===== src/scuc_pkg.sv =====
// Constants, register map and state types of the smart card serial control block.
// Assumes a 40 MHz core clock and a card line sampled synchronously to it.
package scuc_pkg;

    // ------------------------------------------------------------------
    // Register map
    // ------------------------------------------------------------------
    localparam logic [31:0] ADDR_HALF_DUPLEX = 32'h4000_8040;
    localparam logic [31:0] ADDR_CTRL        = 32'h4000_8048;
    localparam logic [31:0] ADDR_LINE_STAT   = 32'h4000_80e8;
    localparam logic [31:0] ADDR_FLUSH       = 32'h4000_80ec;
    localparam logic [31:0] ADDR_TX_DATA     = 32'h4000_80f0;
    localparam logic [31:0] ADDR_RX_DATA     = 32'h4000_80f4;
    localparam logic [31:0] ADDR_IRQ_STAT    = 32'h4000_80f8;
    localparam logic [31:0] ADDR_IRQ_MASK    = 32'h4000_80fc;

    // ------------------------------------------------------------------
    // Field positions and reset values
    // ------------------------------------------------------------------
    localparam int CTRL_EN_BIT    = 0;
    localparam int CTRL_NACK_BIT  = 1;
    localparam int CTRL_PROT_BIT  = 2;
    localparam int CTRL_RETRY_LSB = 5;
    localparam int CTRL_GUARD_LSB = 8;
    localparam int FLUSH_BIT      = 0;
    localparam int IRQ_TX_DONE    = 0;
    localparam int IRQ_TX_ERR     = 1;
    localparam int IRQ_RX_DONE    = 2;
    localparam int IRQ_RX_PERR    = 3;
    localparam int IRQ_W          = 4;

    localparam logic       CTRL_FLAG_RST  = 1'b0;
    localparam logic [2:0] RETRY_RST      = 3'h0;
    localparam logic [7:0] GUARD_RST      = 8'h00;
    localparam logic [7:0] GUARD_SINGLE   = 8'hff;
    localparam logic [3:0] LAST_BIT       = 4'h9;
    localparam logic [8:0] GUARD_NOMINAL  = 9'h001;

    // ------------------------------------------------------------------
    // Timing
    // ------------------------------------------------------------------
    localparam int ETU_CYCLES = 372;
    localparam int ETU_CNT_W  = 11;

    // ------------------------------------------------------------------
    // State
    // ------------------------------------------------------------------
    typedef enum logic [2:0] {
        ST_IDLE    = 3'b000,
        ST_TX_BIT  = 3'b001,
        ST_TX_NACK = 3'b010,
        ST_TX_GRD  = 3'b011,
        ST_RX_BIT  = 3'b100,
        ST_RX_SIG  = 3'b101,
        ST_RX_NACK = 3'b110
    } scuc_state_t;

    typedef struct packed {
        scuc_state_t        st;
        logic               en;
        logic               neg_ack_disable;
        logic               prot;
        logic [2:0]         retry;
        logic [7:0]         guard;
        logic               half_duplex_enable;
        logic [7:0]         tx_hold;
        logic               tx_pend;
        logic               locked;
        logic [9:0]         shift;
        logic [3:0]         bitn;
        logic [8:0]         gcnt;
        logic [2:0]         tries;
        logic               nack_seen;
        logic [8:0]         rx_shift;
        logic [7:0]         rx_data;
        logic               drive;
        logic [IRQ_W-1:0]   irq_stat;
        logic [IRQ_W-1:0]   irq_mask;
        logic [31:0]        rdata;
    } scuc_regs_t;

    typedef struct packed {
        logic [ETU_CNT_W-1:0] cnt;
    } scuc_timer_t;

endpackage


===== src/scuc_etu_if.sv =====
// Interface between the control logic and its elementary time unit timer.
// Assumes both ends run on the same core clock.
`timescale 1ns/1ps
`default_nettype none
interface scuc_etu_if;
    logic restart;
    logic etu_tick;
    logic mid_tick;

    modport timer (input restart, output etu_tick, output mid_tick);
    modport ctrl  (output restart, input etu_tick, input mid_tick);
endinterface
`default_nettype wire


===== src/scuc_ctrl.sv =====
// Smart card half-duplex character engine with its control and status registers.
// Assumes a synchronous register port and an open-drain card line joined outside.
`timescale 1ns/1ps
`default_nettype none
module scuc_ctrl
    import scuc_pkg::*;
#(
    parameter int ETU = ETU_CYCLES
) (
    // Clock and reset
    input  wire logic        core_clk,
    input  wire logic        rstn,
    // Register port
    input  wire logic [31:0] reg_addr,
    input  wire logic [31:0] reg_wdata,
    input  wire logic        reg_wr,
    input  wire logic        reg_rd,
    output logic      [31:0] reg_rdata,
    // Card line, open drain
    input  wire logic        line_in,
    output logic             line_out,
    output logic             line_oe,
    // Interrupt
    output logic             irq
);
    scuc_regs_t          q;
    scuc_regs_t          d;
    logic [IRQ_W-1:0]    irq_set;
    logic [IRQ_W-1:0]    irq_clr;
    logic                tx_finish;
    logic                restart;
    logic [8:0]          guard_rem;

    scuc_etu_if etu ();

    scuc_etu_timer #(
        .ETU (ETU)
    ) u_timer (
        .core_clk (core_clk),
        .rstn     (rstn),
        .etu      (etu)
    );

    assign etu.restart = restart;

    // ------------------------------------------------------------------
    // Guard units left after the acknowledge window
    // ------------------------------------------------------------------
    always_comb begin
        if (q.prot) begin
            guard_rem = GUARD_NOMINAL;
        end else if (q.guard == GUARD_SINGLE) begin
            guard_rem = '0;
        end else begin
            guard_rem = GUARD_NOMINAL + {1'b0, q.guard};
        end
    end

    // ------------------------------------------------------------------
    // Next state
    // ------------------------------------------------------------------
    always_comb begin
        d         = q;
        irq_set   = '0;
        irq_clr   = '0;
        tx_finish = 1'b0;
        restart   = 1'b0;
        d.rdata   = '0;

        case (q.st)
            ST_IDLE: begin
                d.drive = 1'b0;
                if (q.en && q.tx_pend && !q.locked) begin
                    d.shift = {^q.tx_hold, q.tx_hold, 1'b0};
                    d.bitn  = '0;
                    d.drive = 1'b1;
                    d.st    = ST_TX_BIT;
                    restart = 1'b1;
                end else if (q.en && !line_in) begin
                    d.bitn  = '0;
                    d.st    = ST_RX_BIT;
                    restart = 1'b1;
                end
            end
            ST_TX_BIT: begin
                d.drive = ~q.shift[0];
                if (etu.etu_tick) begin
                    d.shift = {1'b1, q.shift[9:1]};
                    if (q.bitn == LAST_BIT) begin
                        d.drive     = 1'b0;
                        d.nack_seen = 1'b0;
                        d.st        = ST_TX_NACK;
                    end else begin
                        d.bitn  = q.bitn + 4'h1;
                        d.drive = ~q.shift[1];
                    end
                end
            end
            ST_TX_NACK: begin
                // The card pulls the line low in this unit to refuse a T=0 character.
                if (etu.mid_tick && !q.prot && !line_in) begin
                    d.nack_seen = 1'b1;
                end
                if (etu.etu_tick) begin
                    d.gcnt = guard_rem;
                    if (guard_rem == 9'h000) begin
                        tx_finish = 1'b1;
                    end else begin
                        d.st = ST_TX_GRD;
                    end
                end
            end
            ST_TX_GRD: begin
                if (etu.etu_tick) begin
                    d.gcnt = q.gcnt - 9'h001;
                    if (q.gcnt == 9'h001) begin
                        tx_finish = 1'b1;
                    end
                end
            end
            ST_RX_BIT: begin
                if (etu.mid_tick) begin
                    if (q.bitn == 4'h0) begin
                        if (line_in) begin
                            d.st = ST_IDLE;
                        end
                    end else begin
                        d.rx_shift = {line_in, q.rx_shift[8:1]};
                    end
                end
                if (etu.etu_tick) begin
                    if (q.bitn == LAST_BIT) begin
                        d.st = ST_RX_SIG;
                    end else begin
                        d.bitn = q.bitn + 4'h1;
                    end
                end
            end
            ST_RX_SIG: begin
                if (etu.mid_tick) begin
                    d.rx_data               = q.rx_shift[7:0];
                    irq_set[IRQ_RX_DONE]    = 1'b1;
                    irq_set[IRQ_RX_PERR]    = ^q.rx_shift;
                    if (^q.rx_shift && !q.prot && !q.neg_ack_disable) begin
                        d.drive = 1'b1;
                        d.st    = ST_RX_NACK;
                    end else begin
                        d.st = ST_IDLE;
                    end
                end
            end
            ST_RX_NACK: begin
                if (etu.mid_tick) begin
                    d.drive = 1'b0;
                    d.st    = ST_IDLE;
                end
            end
            default: begin
                d.st    = ST_IDLE;
                d.drive = 1'b0;
            end
        endcase

        // The held character is kept until it is accepted, so a retry resends it from idle.
        if (tx_finish) begin
            d.st = ST_IDLE;
            if (q.nack_seen) begin
                if (q.tries == q.retry) begin
                    d.locked            = 1'b1;
                    d.tries             = '0;
                    irq_set[IRQ_TX_ERR] = 1'b1;
                end else begin
                    d.tries = q.tries + 3'h1;
                end
            end else begin
                d.tx_pend            = 1'b0;
                d.tries              = '0;
                irq_set[IRQ_TX_DONE] = 1'b1;
            end
        end

        // ------------------------------------------------------------------
        // Register writes
        // ------------------------------------------------------------------
        if (reg_wr) begin
            if (reg_addr == ADDR_CTRL) begin
                d.en      = reg_wdata[CTRL_EN_BIT];
                d.neg_ack_disable = reg_wdata[CTRL_NACK_BIT];
                d.prot    = reg_wdata[CTRL_PROT_BIT];
                d.retry   = reg_wdata[CTRL_RETRY_LSB +: 3];
                d.guard   = reg_wdata[CTRL_GUARD_LSB +: 8];
            end else if (reg_addr == ADDR_HALF_DUPLEX) begin
                d.half_duplex_enable = reg_wdata[0];
            end else if (reg_addr == ADDR_FLUSH) begin
                if (reg_wdata[FLUSH_BIT]) begin
                    d.tx_pend = 1'b0;
                    d.locked  = 1'b0;
                    d.tries   = '0;
                    if (q.st == ST_TX_BIT || q.st == ST_TX_NACK || q.st == ST_TX_GRD) begin
                        d.st    = ST_IDLE;
                        d.drive = 1'b0;
                    end
                end
            end else if (reg_addr == ADDR_TX_DATA) begin
                // A character is refused while the engine is off, locked or still holding one.
                if (q.en && !q.locked && !q.tx_pend) begin
                    d.tx_hold = reg_wdata[7:0];
                    d.tx_pend = 1'b1;
                end
            end else if (reg_addr == ADDR_IRQ_STAT) begin
                irq_clr = reg_wdata[IRQ_W-1:0];
            end else if (reg_addr == ADDR_IRQ_MASK) begin
                d.irq_mask = reg_wdata[IRQ_W-1:0];
            end
        end

        // Turning the engine off abandons any character in flight, leaving a pending one held for resending, and frees the line.
        if (!d.en) begin
            d.st    = ST_IDLE;
            d.drive = 1'b0;
        end

        // A hardware event in the same cycle as its clear keeps the flag set.
        d.irq_stat = (q.irq_stat & ~irq_clr) | irq_set;

        // ------------------------------------------------------------------
        // Register reads
        // ------------------------------------------------------------------
        if (reg_rd) begin
            if (reg_addr == ADDR_CTRL) begin
                d.rdata = {16'h0000, q.guard, q.retry, 2'b00, q.prot, q.neg_ack_disable, q.en};
            end else if (reg_addr == ADDR_HALF_DUPLEX) begin
                d.rdata = {31'h0000_0000, q.half_duplex_enable};
            end else if (reg_addr == ADDR_LINE_STAT) begin
                d.rdata = {28'h000_0000, q.tx_pend, q.st[2], q.st != ST_IDLE && !q.st[2], q.locked};
            end else if (reg_addr == ADDR_RX_DATA) begin
                d.rdata = {24'h00_0000, q.rx_data};
            end else if (reg_addr == ADDR_IRQ_STAT) begin
                d.rdata = {28'h000_0000, q.irq_stat};
            end else if (reg_addr == ADDR_IRQ_MASK) begin
                d.rdata = {28'h000_0000, q.irq_mask};
            end
        end
    end

    // ------------------------------------------------------------------
    // State register
    // ------------------------------------------------------------------
    always_ff @(posedge core_clk or negedge rstn) begin
        if (!rstn) begin
            q          <= '0;
            q.st       <= ST_IDLE;
            q.en       <= CTRL_FLAG_RST;
            q.neg_ack_disable  <= CTRL_FLAG_RST;
            q.prot     <= CTRL_FLAG_RST;
            q.retry    <= RETRY_RST;
            q.guard    <= GUARD_RST;
        end else begin
            q <= d;
        end
    end

    assign reg_rdata = q.rdata;
    assign line_out  = 1'b0;
    assign line_oe   = q.drive;
    assign irq       = |(q.irq_stat & q.irq_mask);

    // ------------------------------------------------------------------
    // Checks
    // ------------------------------------------------------------------
    a_reset_clears_ctrl: assert property (@(posedge core_clk)
        !rstn |=> !rstn || (!q.en && !q.neg_ack_disable && !q.prot))
        else $error("control flags not cleared by reset");

    a_disabled_line_free: assert property (@(posedge core_clk) disable iff (!rstn)
        !q.en && !reg_wr |=> !line_oe && q.st == ST_IDLE)
        else $error("line driven while disabled");

    a_tx_start_low: assert property (@(posedge core_clk) disable iff (!rstn)
        q.st == ST_IDLE && q.en && q.tx_pend && !q.locked && !reg_wr |=> q.st == ST_TX_BIT && line_oe)
        else $error("start bit not driven low");

    a_nack_driven: assert property (@(posedge core_clk) disable iff (!rstn)
        q.st == ST_RX_SIG && etu.mid_tick && ^q.rx_shift && !q.prot && !q.neg_ack_disable && !reg_wr
        |=> line_oe [*2])
        else $error("parity error not answered");

    a_nack_suppressed: assert property (@(posedge core_clk) disable iff (!rstn)
        q.st == ST_RX_SIG && etu.mid_tick && (q.neg_ack_disable || q.prot) |=> !line_oe && q.st == ST_IDLE)
        else $error("acknowledge driven while suppressed");

    a_retry_counts: assert property (@(posedge core_clk) disable iff (!rstn)
        tx_finish && q.nack_seen && q.tries != q.retry && !reg_wr
        |=> q.tries == $past(q.tries) + 3'h1 && q.tx_pend && !q.locked)
        else $error("retry not counted");

    a_error_locks: assert property (@(posedge core_clk) disable iff (!rstn)
        tx_finish && q.nack_seen && q.tries == q.retry && !reg_wr
        |=> q.locked && q.irq_stat[IRQ_TX_ERR] && (irq == q.irq_mask[IRQ_TX_ERR] || irq))
        else $error("transmit error not flagged");

    a_locked_silent: assert property (@(posedge core_clk) disable iff (!rstn)
        q.locked && q.st == ST_IDLE |-> ##1 q.st != ST_TX_BIT)
        else $error("transmitter left lock without flush");

    a_guard_length: assert property (@(posedge core_clk) disable iff (!rstn)
        q.st == ST_TX_NACK && etu.etu_tick && !q.prot && q.guard != GUARD_SINGLE && !reg_wr
        |=> q.st == ST_TX_GRD && q.gcnt == {1'b0, $past(q.guard)} + 9'h001)
        else $error("guard count wrong");

    a_single_guard: assert property (@(posedge core_clk) disable iff (!rstn)
        q.st == ST_TX_NACK && etu.etu_tick && !q.prot && q.guard == GUARD_SINGLE |-> tx_finish)
        else $error("single guard unit not honoured");

    a_lock_holds: assert property (@(posedge core_clk) disable iff (!rstn)
        q.locked && !(reg_wr && reg_addr == ADDR_FLUSH && reg_wdata[FLUSH_BIT]) |=> q.locked)
        else $error("lock released without flush");

    a_t1_no_refusal: assert property (@(posedge core_clk) disable iff (!rstn)
        q.st == ST_TX_NACK && q.prot && !q.nack_seen |=> !q.nack_seen)
        else $error("refusal taken under T=1");

    c_retry_taken: cover property (@(posedge core_clk) disable iff (!rstn)
        tx_finish && q.nack_seen && q.tries != q.retry);
    c_error_lock: cover property (@(posedge core_clk) disable iff (!rstn)
        $rose(q.locked));
    c_nack_sent: cover property (@(posedge core_clk) disable iff (!rstn)
        q.st == ST_RX_NACK && line_oe);
    c_char_sent: cover property (@(posedge core_clk) disable iff (!rstn)
        tx_finish && !q.nack_seen);
    c_char_received: cover property (@(posedge core_clk) disable iff (!rstn)
        q.st == ST_RX_SIG && etu.mid_tick);
endmodule
`default_nettype wire


===== src/scuc_etu_timer.sv =====
// Elementary time unit timer: one-cycle pulses at the middle and the end of each unit.
// Assumes restart is raised in the cycle the first unit of a character begins.
`timescale 1ns/1ps
`default_nettype none
module scuc_etu_timer
    import scuc_pkg::*;
#(
    parameter int ETU = ETU_CYCLES
) (
    // Clock and reset
    input  wire logic  core_clk,
    input  wire logic  rstn,
    // Tick port
    scuc_etu_if.timer  etu
);
    localparam logic [ETU_CNT_W-1:0] END_CNT = ETU_CNT_W'(ETU - 1);
    localparam logic [ETU_CNT_W-1:0] MID_CNT = ETU_CNT_W'(ETU / 2 - 1);

    scuc_timer_t q;
    scuc_timer_t d;

    always_comb begin
        d = q;
        if (etu.restart || q.cnt == END_CNT) begin
            d.cnt = '0;
        end else begin
            d.cnt = q.cnt + 1'b1;
        end
    end

    always_ff @(posedge core_clk or negedge rstn) begin
        if (!rstn) begin
            q <= '0;
        end else begin
            q <= d;
        end
    end

    // Ticks depend on the count alone, so restart never loops back through the caller's decode.
    assign etu.etu_tick = q.cnt == END_CNT;
    assign etu.mid_tick = q.cnt == MID_CNT;
endmodule
`default_nettype wire


===== config.mk =====
export PLATFORM = sky130hd
export DESIGN_NAME = scuc_ctrl
export DESIGN_NICKNAME = d
export VERILOG_FILES = /design/src/scuc_pkg.sv /design/src/scuc_etu_if.sv /design/src/scuc_ctrl.sv /design/src/scuc_etu_timer.sv
export SDC_FILE = /design/constraint.sdc
export NUM_CORES = 1
export LEC_CHECK = 0
export BUFFER_PORTS_ARGS = -buffer_cell sky130_fd_sc_hd__buf_2
export CAP_MARGIN = 20
export CELL_PAD_IN_SITES_DETAIL_PLACEMENT = 1
export CELL_PAD_IN_SITES_GLOBAL_PLACEMENT = 1
export CORE_MARGIN = 1
export CORE_UTILIZATION = 40
export DETAILED_ROUTE_END_ITERATION = 7
export PLACE_DENSITY_LB_ADDON = 0.1
export SYNTH_ARGS = -nofsm -noshare
export SYNTH_HDL_FRONTEND = slang
export SYNTH_SLANG_ARGS = --single-unit

===== constraint.sdc =====
create_clock -name core_clk -period 3 [get_ports core_clk]
set_clock_uncertainty 0.2 [all_clocks]
set_input_delay 0.6 -clock core_clk [delete_from_list [all_inputs] [get_ports core_clk]]
set_output_delay 0.6 -clock core_clk [all_outputs]
set_load 0.1 [all_outputs]

Word level (Yosys, flattened, before mapping)
Index checks and enable logic that the tools add are counted.
- bits of input ports: 69
- output and inout port bits: 35
- memories: 0
- word-level logic and storage cells: 212
- memory bits (writable): 0
- bits in latches: 0
- bits in read-only memories: 0
- register bits after elaboration: 124
- multiply operators: 0
- shift operators: 0
- reductions and logical operators: 41
- bitwise logic cells: 12
- muxes and demuxes: 104
- eq/ne operators: 28
- magnitude comparators: 0
- div/mod/pow operators: 0
- add/sub/neg operators: 5
- operator list (kind ; count):
    $eq A32 B31 Y1 const B ; 8
    $mux W3 ; 29
    $mux W9 ; 6
    $mux W4 ; 12
    $mux W1 ; 32
    $mux W16 ; 2
    $mux W8 ; 4
    $mux W14 ; 2
    $mux W28 ; 1
    $mux W11 ; 2
    $pmux W3 S7 ; 1
    $mux W10 ; 2
    $pmux W10 S2 ; 1
    $pmux W9 S2 ; 1
    $ne A2 B2 Y1 const B ; 7
    $pmux W4 S3 ; 1
    $reduce_and A3 Y1 ; 4
    $add A11 B1 Y11 const B ; 1
    $eq A11 B8 Y1 const B ; 1
    $eq A11 B9 Y1 const B ; 1
    $logic_and A1 B1 Y1 ; 10
    $mux W2 ; 5
    $add A1 B8 Y9 const A ; 1
    $eq A3 B3 Y1 const B ; 3
    31 further kinds ; 53

Depth between registers and ports, before layout
Gate-level depths: netlist of the first run.
- depth in word-level cells: 15
- mapped depth: 9
- gate-level depth less buffers: 8

By module
Synthesis of the first run repeated with hierarchy kept, for this count alone.
- cell total of the unflattened synthesis: 601
- area total of the unflattened synthesis: 6177.2 µm²
- modules (own cells, without submodules) (module ; instances ; area each (µm²) ; seq. area each (µm²) ; cells an instance):
    scuc_ctrl ; 1 ; 5585.4 ; 2427.3 ; 543
    scuc_etu_timer ; 1 ; 591.8 ; 275.3 ; 58

Worst setup path after synthesis of the first run
OpenSTA, ideal clock, no wires.
- kind: input -> register
- start point: input port reg_addr[1]
- end point: register q[110] (netlist name)
- cell stages on the path: 7
- arrival: 2.440 ns
- buffers on the path: 1
- setup time: 0.126 ns
- required time: 2.674 ns
- setup slack: 0.235 ns
- path through: or3b_1 or3_4 or4_4 buf_6 mux2_4 nand3_2 a21oi_1
- RTL lines (element ; line ; RTL):
    from (decl) ; scuc_ctrl.sv:14 ; input wire logic [31:0] reg_addr,
    to (decl) ; scuc_ctrl.sv:26 ; scuc_regs_t q;

==> flow_summary.yaml, run 1 <==
cells_and_area:
  mostFrequentLayoutCells: "dfrtp_1 (108), buf_2 (69), nand2_1 (50)"
  fin_nets: 742
  diodes: 0
  drive_gt1_share_pct: 23.47
  final_common_cell: "dfrtp_1"
  fin_util_pct: 46.14
  area_growth_pct: 12.88
floorplan:
  dieHeight_um: 123.6
  die_w_um: 123.6
  start_util_pct: 40.87
  coreArea_um2: 14480
  pin_count: 104
  dieArea_um2: 15290
  row_count: 44
global_route:
  gr-usage-met2_pct: 38.40
  grt_pass1_wl_mm: 24.54
  grt_max_degree: 46
  grt_antenna_before_repair: 0
  busiest_layer: "met2"
  met3_usage_pct: 4.075
  groute.usage.overall_pct: 21.09
  grt_overflow: 0
  grt_pass1_vias: 4817
  use_met1_pct: 25.55
detailed_routing:
  drc: 0
  ant_nets: 0
  dr_total_vias: 4626
  drt_first_pass_iters: 4
  vias_per_cell: 5.423
  avgRoutedWirePerCell_um: 17.87
  wirelength_mm: 15.24
  dr.first_iter.drc_count: 267
logic_synthesis:
  synth_top_area_share_pct: 45.67
  synthFlopType: "dfrtp_1"
  synth_area_um2: 5918
  ys_seq_area_share_pct: 45.67
  ys_ff_latch: 108
  synthArstFlopShare_pct: 100.0
  yosys_warnings: 0
  yosys.area.top_type: "dfrtp_1"
  synth_edf_count: 0
  post_synth.cell_area_avg_um2: 9.864
  synthCells: 600
  synth_area_leaders: "dfrtp_1 (46%), mux2_2 (7.2%), buf_4 (4.2%)"
  synth.distinct_cells: 66
clocking:
  clkTransAtPathRegs_ns: 0.07
  clk_path_buf_depth: 2
  cts_resized: 0
  cts_made_buffers: 9
  clk_latency_ns: 0.36
  htree_levels: 3
  ctsHoldBuffers: 0
  post_cts_buffers: 0
  cts-root-buf: "clkbuf_16"
  cts_sinks: 108
  cts_tree: "done"
worst_setup_path:
  path_delay_family: "simple AND/OR/NAND/NOR gates"
  cpPeakStageDelay_ns: 0.52
  required_ns: 3.08
  end_kind: "register"
  cp_max_fo: 5
  crit_type: "register to register"
  worstPathCellList: "ha_1 -> and3b_1 -> nand4_1 -> nor3_1 -> a41oi_4 -> or4b_1 -> a21oi_1"
  startpoint_type: "register"
  arrival_ns: 2.78
  critical-path-slowest-cell: "or4b_1"
  critPathBufInv: 0
pwr:
  cellPowerDensity_nw_per_um2: 421.5
  power_uw: 2816
  swShare_pct: 26.28
  ir_worst_vdd_uv: 334.5
  p_sw_uw: 740.0
  p_clk_share_pct: 41.3
  seq_power_share_pct: 51.6
  combinationalPowerShare_pct: 7.0
  power.leakage_uw: 0.003079
  p_int_uw: 2076
timing:
  max_slew_margin_pct: 60.26
  finalSetupViolCount: 0
  rsz0062_at_grt: "no"
  period_needed_ns: 2.696
  finalHoldViolations: 0
  tightest_slew_ns: 0.5961
  final-max-slew-violation-count: 0
  period_share_pct: 89.87
  max_freq_ghz: 0.3709
  setup_tns_ns: 0
placed_design:
  post-dp-hpwl_mm: 11.74
  io_buffer_count: 70
  place.gp.congestion: 0.8008
worst_hold_path:
  hold_path.class: "input port to async pin"
run:
  drv_cap: 0
status:
  status: "finished, final reports clean"
Yosys cell counts, drive strengths merged, types with 3 or more instances:
library cell	n
nand2b	8
or3	4
a32oi	3
dfrtp	108
mux2i	9
nand3b	3
o21ai	48
or4	4
xor2	9
inv	20
and2	16
o21a	3
nor3b	4
nand2	50
a21oi	26
nand4	9
and3	4
ha	9
a22o	6
nor2	38
a31oi	4
nand3	16
clkbuf	18
a22oi	3
nor3	23
nor4b	6
nor4	14
o211ai	5
xnor2	21
buf	38
mux2	39
cell families after synthesis:
logic type | synth area share (%)
compound gates | 12.07
xor+xnor | 4.820
fa+ha+maj | 1.903
buf+inv | 7.209
flops | 45.67
mux | 9.006
other cells | 0.06336
simple gates | 19.26
metrics by stage:
stage,setup WS (ns),instance area (um2),cells,hold slack (ns)
after floorplan,0.2347,5978,616,0.1044
after global placement,0.1114,6395,837,0.2666
after detailed placement,0.07158,6395,837,0.2780
after CTS,0.2608,6680,853,0.05587
after global routing,0.01338,6680,853,0.07007
final,0.3039,6680,853,0.03819
metal layers:
metal,routed length [um],up-vias
met5,0,-
met3,438,15
li1,-,2216
met2,7896,60
met4,158,0
met1,6748,2335
final timing paths:
path	slack [ns]	end	from	cells after the start
setup / recovery	0.30	q[61]$_DFF_PN0_	u_timer.q[0]$_DFF_PN0_	7
hold / removal	0.04	reg_rdata[2]$_DFF_PN0_	rstn	1
setup reg to reg	0.30	q[61]$_DFF_PN0_	u_timer.q[0]$_DFF_PN0_	7
hold reg to reg	0.29	q[95]$_DFFE_PN0P_	q[95]$_DFFE_PN0P_	2
max in group asynchronous	1.82	q[68]$_DFFE_PN0P_	rstn	2
min in group core_clk	0.28	q[101]$_DFFE_PN0P_	reg_wdata[13]	2
sequential cells by signal, summed over array words and instances, names as in the netlist:
register and count:
line_oe 1, q 80, reg_rdata 16, u_timer.q 11
power by group through the flow:
stage	Clock (uW)	Combinational, uW	Sequential [uW]
6_report	1160	198	1450
5_1_grt	1260	212	1450
4_1_cts	1210	201	1450
3_5_place_dp	0	201	1480
3_3_place_gp	0	197	1480
2_1_floorplan	0	131	1480
layout make-up:
| class | instances | area [um2] |
|---|---|---|
| flip-flops and latches | 108 | 2703 |
| clock buffers | 10 | 229.0 |
| clock inverters | 6 | 56.30 |
| well taps | 184 | 230.2 |
| multi-input cells | 432 | 2849 |
| inverters | 20 | 75.07 |
| fillers | 1644 | 7799 |
| repair buffers | 93 | 538.0 |
Note: power is estimated with default switching activity, not from simulation.
==> inputs of run 2 (changes only) <==
Settings changed: ABC_AREA set to 1, ABC_CLOCK_PERIOD_IN_PS set to 3000, CORE_MARGIN 1 to unset.
==> flow_summary.yaml, run 2 <==
timing:
  fin_hold_ws_ns: 0.05843
  finalHoldViolations: 0
  tightest_slew_ns: 0.6199
  max_freq_ghz: 0.4408
  worst_slack_ns: 0.7315
  period_needed_ns: 2.269
  final-max-slew-violation-count: 0
  max_slew_margin_pct: 58.67
  rsz0062_at_grt: "no"
  period_share_pct: 75.62
  finalSetupViolCount: 0
  setup_tns_ns: 0
worst_setup_path:
  regToRegStartpoint: "u_timer.q[0]$_DFF_PN0_"
  r2r_slack_ns: 0.73
  r2r_cells: 10
  arrival_ns: 2.31
  cp_max_fo: 7
  crit_type: "register to register"
  worstReg2RegEnd: "q[111]$_DFF_PN0_"
  required_ns: 3.04
  startpoint_type: "register"
  end_kind: "register"
clocking:
  clk_path_buf_depth: 2
  cts_resized: 0
  ctsHoldBuffers: 0
  cts_tree: "done"
  cts_sinks: 108
  clkTransAtPathRegs_ns: 0.07
  post_cts_buffers: 0
  clk_latency_ns: 0.36
  cts_made_buffers: 9
  htree_levels: 3
  cts-root-buf: "clkbuf_16"
global_route:
  grt_pass1_wl_mm: 28.86
  groute.usage.overall_pct: 22.22
  grt_max_degree: 45
  grt_overflow: 0
  grt_antenna_before_repair: 0
  grt_pass1_vias: 5914
pwr:
  power.leakage_uw: 0.003610
  cellPowerDensity_nw_per_um2: 401.0
  ir_worst_vdd_uv: 386.9
  power_uw: 2836
logic_synthesis:
  synth_edf_count: 0
  ys_seq_area_share_pct: 42.37
  yosys_warnings: 0
  synthFlopType: "dfrtp_1"
  synth_area_um2: 6379
  synth_area_leaders: "dfrtp_1 (42%), nand2_1 (10%), inv_1 (6.2%)"
  synthCells: 832
  synth.distinct_cells: 43
  synth_most_common_cell: "nand2_1"
  synth_top_area_share_pct: 42.37
  synthTopCellsByCount: "nand2_1 (173), dfrtp_1 (108), inv_1 (106)"
  yosys.area.top_type: "dfrtp_1"
  post_synth.cell_area_avg_um2: 7.667
  synthArstFlopShare_pct: 100.0
  ys_ff_latch: 108
cells_and_area:
  regArea_um2: 2703
  final_common_cell: "nand2_1"
  drive_gt1_share_pct: 17.97
  mostFrequentLayoutCells: "nand2_1 (173), dfrtp_1 (108), inv_1 (106)"
  n_fill_cell: 1950
  diodes: 0
  area_growth_pct: 10.87
  regMostFlops: "q"
  multi_input_area_um2: 2973
  fin_util_pct: 46.01
  largest_reg_flops: 80
  fin_nets: 969
detailed_routing:
  vias_per_cell: 5.004
  dr_total_vias: 5539
  wirelength_mm: 16.89
  avgRoutedWirePerCell_um: 15.26
  ant_nets: 0
  drc: 0
  drt_first_pass_iters: 4
  dr.first_iter.drc_count: 226
worst_hold_path:
  hold_path.class: "input port to async pin"
floorplan:
  dieHeight_um: 128.3
  coreArea_um2: 15370
  dieArea_um2: 16460
  pin_count: 104
  row_count: 45
  start_util_pct: 41.50
  die_w_um: 128.3
placed_design:
  io_buffer_count: 70
  place.gp.congestion: 0.8578
  post-dp-hpwl_mm: 13.50
  dpl_worst_slack_ns: 0.4440
status:
  status: "finished, final reports clean"
run:
  drv_cap: 0
==> run 2: cell types whose count changed after synthesis, moves of 11 or more <==
cell	change
nand2_1	+123
inv_1	+86
nor2_1	+64
mux2_2	-37
nand3_1	+33
and2_1	-16
clkbuf_1	-14
xnor2_1	-14
nand2_2	+13
nor4_1	-13
o21ai_1	+12
inv_2	+11
==> run 2: final cells by class <==
type / count / area share, %
flip-flops and latches: 108 / 38.22
multi-input cells: 579 / 42.04
repair buffers: 76 / 5.803
inverters: 117 / 6.210
well taps: 211 / 3.733
clock inverters: 6 / 0.6193
clock buffers: 10 / 3.379
==> run 2: cells by family (layout without fill, tap and decap cells) <==
family	Yosys count	count (layout)	synth area share (%)
mux	1	1	0.1765
xor+xnor	21	21	2.884
flops	108	108	42.37
compound gates	121	121	10.53
fa+ha+maj	9	9	1.765
buf+inv	161	209	11.97
other cells	1	17	0.05879
simple gates	410	410	30.25
==> run 2: metal layers <==
layer	global-route usage, %	wire, um
met5	0	0
met2	38.25	8346
met3	3.255	391
met4	6.228	241
met1	28.96	7913
==> run 2: worst max-delay path, stage by stage, from the launching register on <==
cell	delay (ns)
dfrtp_1	0.41
ha_1	0.22
nand2_1	0.09
nor2_1	0.15
nand2_2	0.14
inv_2	0.14
nand2_4	0.09
nor2_2	0.30
nand2_1	0.21
nand3_1	0.16
nor2_1	0.06
==> run 2: how the worst max path moves through the flow <==
stage,startpoint,end
after floorplan,q[32]$_DFFE_PN0P_,irq
after global placement,reg_addr[23],reg_rdata[2]$_DFF_PN0_
after detailed placement,reg_addr[21],reg_rdata[2]$_DFF_PN0_
after CTS,u_timer.q[0]$_DFF_PN0_,q[111]$_DFF_PN0_
after global routing,u_timer.q[0]$_DFF_PN0_,q[110]$_DFF_PN0_
final,u_timer.q[0]$_DFF_PN0_,q[111]$_DFF_PN0_
==> run 2: metrics by stage <==
step / cell area [um2] / std cells
2_1_floorplan: 6439 / 848
3_3_place_gp: 6789 / 1091
3_5_place_dp: 6789 / 1091
4_1_cts: 7072 / 1107
5_1_grt: 7072 / 1107
6_report: 7072 / 1107
==> run 2: where the power goes <==
part	switching [uW]	total, uW	leakage (uW)	internal [uW]
clock	564	1160	0.000140	593
sequential	0.987	1460	0.00138	1460
combinational	180	222	0.00209	42.3
total	745	2840	0.00361	2090
